**src/rtl/dtc_defines.vh**
```
// Register offsets, field positions, reset values and timing counts of the dual timer block
`ifndef DTC_DEFINES_VH
`define DTC_DEFINES_VH

// Register offsets in special-function register space
`define DTC_ADDR_RUN_FLAGS      8'h88
`define DTC_ADDR_MODE_SELECT    8'h89
`define DTC_ADDR_T0_LOW         8'h8a
`define DTC_ADDR_T1_LOW         8'h8b
`define DTC_ADDR_T0_HIGH        8'h8c
`define DTC_ADDR_T1_HIGH        8'h8d

// Reset values
`define DTC_RST_RUN_FLAGS       8'h00
`define DTC_RST_MODE_SELECT     8'h00
`define DTC_RST_COUNT           8'h00
`define DTC_RDATA_UNMAPPED      8'h00

// Fields of timer_run_and_irq_flags
`define DTC_BIT_T1_OVF          7
`define DTC_BIT_T1_RUN          6
`define DTC_BIT_T0_OVF          5
`define DTC_BIT_T0_RUN          4
`define DTC_BIT_X1_FLAG         3
`define DTC_BIT_X1_TYPE         2
`define DTC_BIT_X0_FLAG         1
`define DTC_BIT_X0_TYPE         0

// Fields of timer_mode_select
`define DTC_BIT_T1_GATE         7
`define DTC_BIT_T1_CSEL         6
`define DTC_MSB_T1_MODE         5
`define DTC_LSB_T1_MODE         4
`define DTC_BIT_T0_GATE         3
`define DTC_BIT_T0_CSEL         2
`define DTC_MSB_T0_MODE         1
`define DTC_LSB_T0_MODE         0

// Mode field encodings
`define DTC_MODE_PRESCALE       2'b00
`define DTC_MODE_SIXTEEN        2'b01
`define DTC_MODE_RELOAD         2'b10
`define DTC_MODE_SPLIT          2'b11

// Timer mode advances once per this many system clocks
`define DTC_TICK_CYCLES         2

// Pin index into the falling-edge detector
`define DTC_PIN_T0              0
`define DTC_PIN_T1              1
`define DTC_PIN_X0              2
`define DTC_PIN_X1              3
`define DTC_PIN_COUNT           4

// Acknowledge index for vectored interrupts
`define DTC_ACK_T0              0
`define DTC_ACK_T1              1
`define DTC_ACK_X0              2
`define DTC_ACK_X1              3

`endif

```
**src/rtl/dtc_fall_detect.v**
```verilog
// Falling-edge detector for a group of synchronous input pins
`timescale 1ns/1ps
module dtc_fall_detect #(
    parameter WIDTH = 4
) (
    // Clock, reset, enable
    input  wire             mclk,
    input  wire             srst,
    input  wire             ce,
    // Pins and edges
    input  wire [WIDTH-1:0] pin,
    output wire [WIDTH-1:0] fall
);

    genvar g;
    generate
        for (g = 0; g < WIDTH; g = g + 1) begin : g_pin
            reg prev;
            // Cleared at reset so a pin already low is not taken as an edge
            always @(posedge mclk) begin
                if (srst) begin
                    prev <= 1'b0;
                end else if (ce) begin
                    prev <= pin[g];
                end
            end
            assign fall[g] = ce & prev & ~pin[g];
        end
    endgenerate

endmodule // dtc_fall_detect

```
**src/rtl/dtc_timer_core.v**
```verilog
// Next-count and overflow logic of one timer pair in all four modes
`timescale 1ns/1ps
`include "dtc_defines.vh"
module dtc_timer_core (
    // Configuration
    input  wire [1:0] mode,
    // Present count
    input  wire [7:0] cnt_lo,
    input  wire [7:0] cnt_hi,
    // Count steps
    input  wire       step_lo,
    input  wire       step_hi,
    // Result
    output reg  [7:0] next_lo,
    output reg  [7:0] next_hi,
    output reg        wrap_lo,
    output reg        wrap_hi
);

    reg [12:0] pre_sum;
    reg [15:0] wide_sum;

    always @* begin
        pre_sum  = 13'h0000;
        wide_sum = 16'h0000;
        next_lo  = cnt_lo;
        next_hi  = cnt_hi;
        wrap_lo  = 1'b0;
        wrap_hi  = 1'b0;
        case (mode)
            `DTC_MODE_PRESCALE: begin
                // Low five bits carry into the high byte; upper low bits hold
                pre_sum = {cnt_hi, cnt_lo[4:0]} + 13'h0001;
                if (step_lo) begin
                    next_lo = {cnt_lo[7:5], pre_sum[4:0]};
                    next_hi = pre_sum[12:5];
                    wrap_lo = &{cnt_hi, cnt_lo[4:0]};
                end
            end
            `DTC_MODE_SIXTEEN: begin
                wide_sum = {cnt_hi, cnt_lo} + 16'h0001;
                if (step_lo) begin
                    next_lo = wide_sum[7:0];
                    next_hi = wide_sum[15:8];
                    wrap_lo = &{cnt_hi, cnt_lo};
                end
            end
            `DTC_MODE_RELOAD: begin
                if (step_lo) begin
                    wrap_lo = &cnt_lo;
                    next_lo = (&cnt_lo) ? cnt_hi : cnt_lo + 8'h01;
                end
            end
            `DTC_MODE_SPLIT: begin
                // Two independent bytes, each with its own step and wrap
                if (step_lo) begin
                    next_lo = cnt_lo + 8'h01;
                    wrap_lo = &cnt_lo;
                end
                if (step_hi) begin
                    next_hi = cnt_hi + 8'h01;
                    wrap_hi = &cnt_hi;
                end
            end
            default: begin
                next_lo = cnt_lo;
                next_hi = cnt_hi;
            end
        endcase
    end

endmodule // dtc_timer_core

```
**src/rtl/dtc_top.v**
```verilog
// Dual timer/counter with external interrupt pin detection and its register file
`timescale 1ns/1ps
`include "dtc_defines.vh"
module dtc_top (
    // Clock, reset, enable
    input  wire       mclk,
    input  wire       srst,
    input  wire       ce,
    // Special-function register port
    input  wire [7:0] sfr_addr,
    input  wire [7:0] sfr_wdata,
    input  wire       sfr_wr,
    input  wire       sfr_rd,
    output reg  [7:0] sfr_rdata,
    // Interrupt vector acknowledges, one per source
    input  wire [3:0] irq_ack,
    // External pins
    input  wire       timer_zero_count_pin,
    input  wire       timer_one_count_pin,
    input  wire       ext_irq_zero_pin,
    input  wire       ext_irq_one_pin,
    // Interrupt requests
    output reg        timer_zero_overflow_flag,
    output reg        timer_one_overflow_flag,
    output reg        ext_irq_zero_flag,
    output reg        ext_irq_one_flag
);

    // Registers
    reg  [7:0] timer_run_and_irq_flags;
    reg  [7:0] timer_mode_select;
    reg  [7:0] timer_zero_count_low;
    reg  [7:0] timer_zero_count_high;
    reg  [7:0] timer_one_count_low;
    reg  [7:0] timer_one_count_high;
    reg        tick_phase;

    // Fields
    wire       timer_one_run;
    wire       timer_zero_run;
    wire       ext_irq_one_type;
    wire       ext_irq_zero_type;
    wire       timer_one_pin_gating;
    wire       timer_zero_pin_gating;
    wire       timer_one_counter_select;
    wire       timer_zero_counter_select;
    wire [1:0] timer_one_mode_field;
    wire [1:0] timer_zero_mode_field;

    // Count path
    wire [3:0] pin_fall;
    wire       tick;
    wire       t0_split;
    wire       t0_enable;
    wire       t1_enable;
    wire       t0_step;
    wire       t1_step;
    wire       t0_high_step;
    wire [7:0] t0_next_lo;
    wire [7:0] t0_next_hi;
    wire [7:0] t1_next_lo;
    wire [7:0] t1_next_hi;
    wire       t0_wrap_lo;
    wire       t0_wrap_hi;
    wire       t1_wrap_lo;
    wire       t1_wrap_hi;
    wire       t0_ovf_set;
    wire       t1_ovf_set;
    wire       x0_set;
    wire       x1_set;

    // Write strobes
    wire       wr_flags;
    wire       wr_mode;
    wire       wr_t0_lo;
    wire       wr_t0_hi;
    wire       wr_t1_lo;
    wire       wr_t1_hi;
    reg  [7:0] next_flags;
    reg  [7:0] next_rdata;

    // Vector acknowledges
    wire       ack_t0;
    wire       ack_t1;
    wire       ack_x0;
    wire       ack_x1;

    // Next count bytes
    wire [7:0] next_t0_lo;
    wire [7:0] next_t0_hi;
    wire [7:0] next_t1_lo;
    wire [7:0] next_t1_hi;

    assign timer_one_run             = timer_run_and_irq_flags[`DTC_BIT_T1_RUN];
    assign timer_zero_run            = timer_run_and_irq_flags[`DTC_BIT_T0_RUN];
    assign ext_irq_one_type          = timer_run_and_irq_flags[`DTC_BIT_X1_TYPE];
    assign ext_irq_zero_type         = timer_run_and_irq_flags[`DTC_BIT_X0_TYPE];
    assign timer_one_pin_gating      = timer_mode_select[`DTC_BIT_T1_GATE];
    assign timer_zero_pin_gating     = timer_mode_select[`DTC_BIT_T0_GATE];
    assign timer_one_counter_select  = timer_mode_select[`DTC_BIT_T1_CSEL];
    assign timer_zero_counter_select = timer_mode_select[`DTC_BIT_T0_CSEL];
    assign timer_one_mode_field      = timer_mode_select[`DTC_MSB_T1_MODE:`DTC_LSB_T1_MODE];
    assign timer_zero_mode_field     = timer_mode_select[`DTC_MSB_T0_MODE:`DTC_LSB_T0_MODE];

    assign wr_flags = ce & sfr_wr & (sfr_addr == `DTC_ADDR_RUN_FLAGS);
    assign wr_mode  = ce & sfr_wr & (sfr_addr == `DTC_ADDR_MODE_SELECT);
    assign wr_t0_lo = ce & sfr_wr & (sfr_addr == `DTC_ADDR_T0_LOW);
    assign wr_t0_hi = ce & sfr_wr & (sfr_addr == `DTC_ADDR_T0_HIGH);
    assign wr_t1_lo = ce & sfr_wr & (sfr_addr == `DTC_ADDR_T1_LOW);
    assign wr_t1_hi = ce & sfr_wr & (sfr_addr == `DTC_ADDR_T1_HIGH);

    dtc_fall_detect #(
        .WIDTH (`DTC_PIN_COUNT)
    ) u_fall (
        .mclk (mclk),
        .srst (srst),
        .ce   (ce),
        .pin  ({ext_irq_one_pin, ext_irq_zero_pin, timer_one_count_pin, timer_zero_count_pin}),
        .fall (pin_fall)
    );

    // Divide-by-two tick; only a divider of exactly two is supported here
    always @(posedge mclk) begin
        if (srst) begin
            tick_phase <= 1'b0;
        end else if (ce) begin
            tick_phase <= ~tick_phase;
        end
    end
    assign tick = ce & tick_phase;

    assign t0_split  = (timer_zero_mode_field == `DTC_MODE_SPLIT);
    assign t0_enable = timer_zero_run & (~timer_zero_pin_gating | ext_irq_zero_pin);
    assign t1_enable = timer_one_run & (~timer_one_pin_gating | ext_irq_one_pin);

    assign t0_step = t0_enable
                   & (timer_zero_counter_select ? pin_fall[`DTC_PIN_T0] : tick);
    // Mode three holds timer one still
    assign t1_step = t1_enable & (timer_one_mode_field != `DTC_MODE_SPLIT)
                   & (timer_one_counter_select ? pin_fall[`DTC_PIN_T1] : tick);
    // Split high byte is a plain timer run by timer one's run bit
    assign t0_high_step = t0_split & timer_one_run & tick;

    dtc_timer_core u_core0 (
        .mode    (timer_zero_mode_field),
        .cnt_lo  (timer_zero_count_low),
        .cnt_hi  (timer_zero_count_high),
        .step_lo (t0_step),
        .step_hi (t0_high_step),
        .next_lo (t0_next_lo),
        .next_hi (t0_next_hi),
        .wrap_lo (t0_wrap_lo),
        .wrap_hi (t0_wrap_hi)
    );

    dtc_timer_core u_core1 (
        .mode    (timer_one_mode_field),
        .cnt_lo  (timer_one_count_low),
        .cnt_hi  (timer_one_count_high),
        .step_lo (t1_step),
        .step_hi (1'b0),
        .next_lo (t1_next_lo),
        .next_hi (t1_next_hi),
        .wrap_lo (t1_wrap_lo),
        .wrap_hi (t1_wrap_hi)
    );

    assign t0_ovf_set = t0_wrap_lo;
    // While timer zero is split, its high byte owns timer one's flag
    assign t1_ovf_set = t0_split ? t0_wrap_hi : (t1_wrap_lo | t1_wrap_hi);
    assign x0_set     = ext_irq_zero_type ? pin_fall[`DTC_PIN_X0] : ~ext_irq_zero_pin;
    assign x1_set     = ext_irq_one_type ? pin_fall[`DTC_PIN_X1] : ~ext_irq_one_pin;

    // One acknowledge per flag, raised by the processor as it vectors
    assign ack_t0 = irq_ack[`DTC_ACK_T0];
    assign ack_t1 = irq_ack[`DTC_ACK_T1];
    assign ack_x0 = irq_ack[`DTC_ACK_X0];
    assign ack_x1 = irq_ack[`DTC_ACK_X1];

    // Order: software write, then vector clear, then hardware set wins
    always @* begin
        next_flags = wr_flags ? sfr_wdata : timer_run_and_irq_flags;
        if (ack_t1) begin
            next_flags[`DTC_BIT_T1_OVF] = 1'b0;
        end
        if (ack_t0) begin
            next_flags[`DTC_BIT_T0_OVF] = 1'b0;
        end
        if (ack_x1) begin
            next_flags[`DTC_BIT_X1_FLAG] = 1'b0;
        end
        if (ack_x0) begin
            next_flags[`DTC_BIT_X0_FLAG] = 1'b0;
        end
        // Level type follows the pin, so a released pin withdraws its request
        if (!ext_irq_one_type) begin
            next_flags[`DTC_BIT_X1_FLAG] = 1'b0;
        end
        if (!ext_irq_zero_type) begin
            next_flags[`DTC_BIT_X0_FLAG] = 1'b0;
        end
        if (t1_ovf_set) begin
            next_flags[`DTC_BIT_T1_OVF] = 1'b1;
        end
        if (t0_ovf_set) begin
            next_flags[`DTC_BIT_T0_OVF] = 1'b1;
        end
        if (x1_set) begin
            next_flags[`DTC_BIT_X1_FLAG] = 1'b1;
        end
        if (x0_set) begin
            next_flags[`DTC_BIT_X0_FLAG] = 1'b1;
        end
    end

    always @* begin
        case (sfr_addr)
            `DTC_ADDR_RUN_FLAGS:   next_rdata = timer_run_and_irq_flags;
            `DTC_ADDR_MODE_SELECT: next_rdata = timer_mode_select;
            `DTC_ADDR_T0_LOW:      next_rdata = timer_zero_count_low;
            `DTC_ADDR_T1_LOW:      next_rdata = timer_one_count_low;
            `DTC_ADDR_T0_HIGH:     next_rdata = timer_zero_count_high;
            `DTC_ADDR_T1_HIGH:     next_rdata = timer_one_count_high;
            default:               next_rdata = `DTC_RDATA_UNMAPPED;
        endcase
    end

    // A byte write overrides the count step of the same cycle
    assign next_t0_lo = wr_t0_lo ? sfr_wdata : t0_next_lo;
    assign next_t0_hi = wr_t0_hi ? sfr_wdata : t0_next_hi;
    assign next_t1_lo = wr_t1_lo ? sfr_wdata : t1_next_lo;
    assign next_t1_hi = wr_t1_hi ? sfr_wdata : t1_next_hi;

    // Register and flag outputs share one edge, so a read never disagrees with a pin
    always @(posedge mclk) begin
        if (srst) begin
            timer_run_and_irq_flags  <= `DTC_RST_RUN_FLAGS;
            timer_zero_overflow_flag <= 1'b0;
            timer_one_overflow_flag  <= 1'b0;
            ext_irq_zero_flag        <= 1'b0;
            ext_irq_one_flag         <= 1'b0;
        end else if (ce) begin
            timer_run_and_irq_flags  <= next_flags;
            timer_zero_overflow_flag <= next_flags[`DTC_BIT_T0_OVF];
            timer_one_overflow_flag  <= next_flags[`DTC_BIT_T1_OVF];
            ext_irq_zero_flag        <= next_flags[`DTC_BIT_X0_FLAG];
            ext_irq_one_flag         <= next_flags[`DTC_BIT_X1_FLAG];
        end
    end

    // Mode bits change only by software; no hardware source touches them
    always @(posedge mclk) begin
        if (srst) begin
            timer_mode_select <= `DTC_RST_MODE_SELECT;
        end else if (wr_mode) begin
            timer_mode_select <= sfr_wdata;
        end
    end

    // All four count bytes step and load on the same edge
    always @(posedge mclk) begin
        if (srst) begin
            timer_zero_count_low  <= `DTC_RST_COUNT;
            timer_zero_count_high <= `DTC_RST_COUNT;
            timer_one_count_low   <= `DTC_RST_COUNT;
            timer_one_count_high  <= `DTC_RST_COUNT;
        end else if (ce) begin
            timer_zero_count_low  <= next_t0_lo;
            timer_zero_count_high <= next_t0_hi;
            timer_one_count_low   <= next_t1_lo;
            timer_one_count_high  <= next_t1_hi;
        end
    end

    // Read data is held between reads; a 16-bit pair read byte by byte can tear
    always @(posedge mclk) begin
        if (srst) begin
            sfr_rdata <= `DTC_RDATA_UNMAPPED;
        end else if (ce && sfr_rd) begin
            sfr_rdata <= next_rdata;
        end
    end

endmodule // dtc_top

```
**config.mk**
```make
export PLATFORM = sky130hd
export DESIGN_NAME = dtc_top
export DESIGN_NICKNAME = d
export VERILOG_FILES = /design/src/rtl/dtc_fall_detect.v /design/src/rtl/dtc_timer_core.v /design/src/rtl/dtc_top.v
export VERILOG_INCLUDE_DIRS = /design/src /design/src/rtl
export SDC_FILE = /design/constraint.sdc
export NUM_CORES = 1
export LEC_CHECK = 0
export BUFFER_PORTS_ARGS = -buffer_cell sky130_fd_sc_hd__buf_2
export CAP_MARGIN = 20
export CORE_UTILIZATION = 40
export DETAILED_ROUTE_END_ITERATION = 10
export GPL_TIMING_DRIVEN = 0
export MAX_ROUTING_LAYER = met4
export PLACE_DENSITY_LB_ADDON = 0.05
export SLEW_MARGIN = 10
export SYNTH_ARGS = -nofsm -noshare
export SYNTH_HDL_FRONTEND = slang
export SYNTH_SLANG_ARGS = --single-unit
export TNS_END_PERCENT = 100
```
**constraint.sdc**
```tcl
create_clock -name mclk -period 2.44 [get_ports mclk]
set_input_delay 0.122 -clock mclk [delete_from_list [all_inputs] [get_ports mclk]]
set_output_delay 0.122 -clock mclk [all_outputs]
set_load 0.02 [all_outputs]
```
==> results by group <==
Setup path
  – Critical Path End Type: register
  – RR Startpoint: timer_mode_select[6]
  – Crit path launch type: register
  – R2R depth: 5
  – R2r setup slk: 120 ps
  – Crit-path max FO: 8
  – Kind of critical path: reg -> reg
  – FF-to-FF End: timer_one_count_low[2]
  – Worst EP arrival: 2560 ps
  – Worst path cell trace: nand3b_1 -> a2111oi_2 -> and2_1 -> nor3_1 -> a2111oi_0
  – CP required: 2680 ps
  – Critical Path Max Stage Delay: 940 ps
  – Slowest cell on crit path: a2111oi_2

Synthesis
  – Synth Area in Adders: 0.0121
  – Post-Synth XOR/XNOR Area: 0.0401
  – Net Count, Synth: 539
  – Fraction of registers with async set or reset after synthesis: 0
  – Area contributors post-synth: dfxtp_1 (29%), nor2_1 (6.1%), mux2i_1 (5.1%), mux4_2 (4.3%), a21oi_1 (3.3%)
  – Post-synthesis compound-gate area fraction: 0.235
  – Area leader, netlist: dfxtp_1
  – Post-synth cell types: 67
  – Synth Flop Type: dfxtp_1
  – Area share of the largest cell type after synthesis: 0.294
  – Synthesis warning total: 0
  – Seq cells post-synth: ~60
  – Simple-Gate Fraction of Synth Area: 0.252
  – Main combinational cell family by area after synthesis: simple AND/OR/NAND/NOR gates
  – Synthesized instance count: 506
  – Syn_area_per_cell: 8.20 sq um
  – Cell Area, Synth: approximately 4200 sq um
  – Sequential share of the synthesized area: 0.294
  – Post-synth EDFFs: 0
  – Multiplexer share of the synthesized area: 0.121

Floorplan
  – Core Region: 9910 sq um
  – Ports: 41
  – Standard-cell rows: 36
  – Die H: approximately 100 um
  – Starting Density: 0.419
  – Die ar.: between 10000 and 15000 sq um
  – Die width: 104 um

Global routing
  – Vias in the first global route: 3920
  – Gr usage total: 0.284
  – Final global-route overflow total: 0
  – Largest net degree at the start of global routing: 11
  – Initial antenna violation count: 0
  – First-pass GRT wire length: about 23000 um

Cells and area
  – Final nets: 589
  – Multi-input logic area: about 2800 sq um
  – Fillers: approximately 1000
  – Diodes inserted: 0
  – Most frequent cells in the layout: nor2_1 (68), dfxtp_1 (61), buf_2 (45)
  – Area Overhead vs Synth: 13.9%
  – Design Area, Final: 4730 sq um
  – Post-layout util: 0.477
  – Reg area: around 1200 sq um
  – Share of cells above drive strength 1: 0.155
  – Most common cell after layout, fill and taps aside: nor2_1

Place
  – Post-DP Area: 4510 sq um
  – DP HPWL: 10600 um
  – Gpl congestion: 0.954
  – Port Buffers: 39

Worst hold path
  – Hold Path End: u_fall.g_pin[1].prev
  – Min-delay src: timer_one_count_pin
  – Worst hold path type: in -> reg
  – Worst Hold Depth: 3

Timing
  – Max Clk Rate: roughly 0.43 GHz
  – Worst-margin pin slew: 1060 ps
  – RSZ-0062 raised after global routing: true
  – Final setup viols: 0
  – Worst hold slack: 19.7 ps
  – Final Cycle Share: 0.950
  – Final Hold Viols: 0
  – Clock skew: 15.0 ps
  – Slew HR: 0.274
  – Max-slew violation count: 0
  – Minimum clock period: ~2300 ps

Clocking
  – TritonCTS buffer count: 9
  – CTS root buf: clkbuf_8
  – Clk pin slew, worst setup/hold paths: 80 ps
  – CTS tree: yes
  – Skew-Pair Late Insertion Delay: 350 ps
  – Clk buf depth: 2
  – Clock sink total: 61
  – Htree depth: 3
  – Post-CTS Hold Buffers: 0

Route
  – Drt total wl: roughly 15000 um
  – Vias: between 4000 and 5000
  – # DRC: 0
  – Initial DRT Pass Iterations: 5
  – Vias per cell: between 6 and 7
  – Iter 0 DRT Violations: 420
  – Post-DRT Antenna Nets: 0
  – Routed WL per cell: 21.0 um

Pwr
  – Power Density: 459 nW/um^2
  – Worst VDD drop: around 260 uV
  – P_leak: between 1.5 and 2 nW

Flow run
  – Max cap viols: 0

Outcome
  – Status: finished clean
critical path: cells and delay by family (launching register included):
kind	cells	cell delay (ps)
AO/OA/AOI/OAI	2	1250
AND/OR/NAND/NOR	3	540
flip-flops	1	400
what timing repair did:
item                                    CTS  global route
endpoints found under the setup margin    0            13
buffers inserted                          0             0
gates resized for setup                   0             3
flip-flops by register name, indices dropped and copies added (netlist names):
name / count
sfr_rdata: 8
timer_mode_select: 8
timer_one_count_high: 8
timer_one_count_low: 8
timer_zero_count_high: 8
timer_zero_count_low: 8
timer_run_and_irq_flags: 7
u_fall.g_pin.prev: 4
tick_phase: 1
timer_one_overflow_flag: 1
cell type report:
| type | count | area share |
|---|---|---|
| clock buffer | 11 | 0.0278 |
| inverter | 11 | 0.00873 |
| multi-input combinational | 397 | 0.582 |
| tap | 133 | 0.0352 |
| buffer | 37 | 0.0312 |
| timing repair buffer | 39 | 0.0413 |
| clock inverter | 4 | 0.0156 |
| sequential | 61 | 0.258 |
worst max-delay path by stage:
stage | from | end | slack [ps]
finish | timer_mode_select[6] | timer_one_count_low[2] | 120
global route | timer_mode_select[6] | timer_one_count_low[2] | -20
CTS | timer_one_count_low[0] | timer_one_count_low[4] | 20
detailed placement | timer_one_count_low[0] | timer_one_count_low[4] | 60
global placement | timer_one_count_low[0] | timer_one_count_low[4] | 40
floorplan | timer_one_count_low[0] | timer_one_count_low[4] | 460
through the flow:
stage          std cells  setup WS (ps)  total power, mW  setup TNS (ps)
2_1_floorplan        506            456             1.12               0
6_report             693            123             2.17               0
5_1_grt              693          -24.6             2.24           -41.7
3_5_place_dp         678           56.8             1.20               0
3_3_place_gp         678           40.2             1.20               0
4_1_cts              693           20.7             2.18               0
metal layers:
metal  part of all wire  wire, um  GRT usage  up-vias
met3              0.075      1090     0.0439       34
met4              0.031       456      0.115        0
met5                  0         0          -        -
met1               0.46      6620      0.393     2026
met2               0.44      6360      0.413      207
li1                   -         -          -     2004
kinds of logic after synthesis:
logic type / after synthesis
simple gates: 203
compound gates: 132
xor+xnor: 19
mux: 39
buf+inv: 48
flops: 61
fa+ha+maj: 4
synthesized netlist by cell type, types with 5 or more instances:
cell and number:
dfxtp_1 61, a31oi_1 6, nor3_1 15, o31ai_1 6, or4_1 7, a211oi_1 14
o211ai_1 5, nor2b_1 10, nand3b_1 5, xnor2_1 5, nand3_1 14, inv_1 11
a2111oi_0 6, a22oi_1 8, nor2_1 68, nor4_1 7, a21oi_1 27, o2111ai_1 5
and3_1 13, clkbuf_1 30, xor2_1 14, nand2_1 30, mux4_2 8, and2_1 5
nand2b_1 6, buf_2 6, mux2i_1 21, mux2_2 10, o21ai_0 14
power breakdown:
group	total [mW]	internal, mW	switching, mW
Clock	0.992	0.571	0.422
Combinational	0.163	0.0536	0.110
Sequential	1.01	1.00	0.00881
No activity file was read; power rests on OpenSTA's default activity.
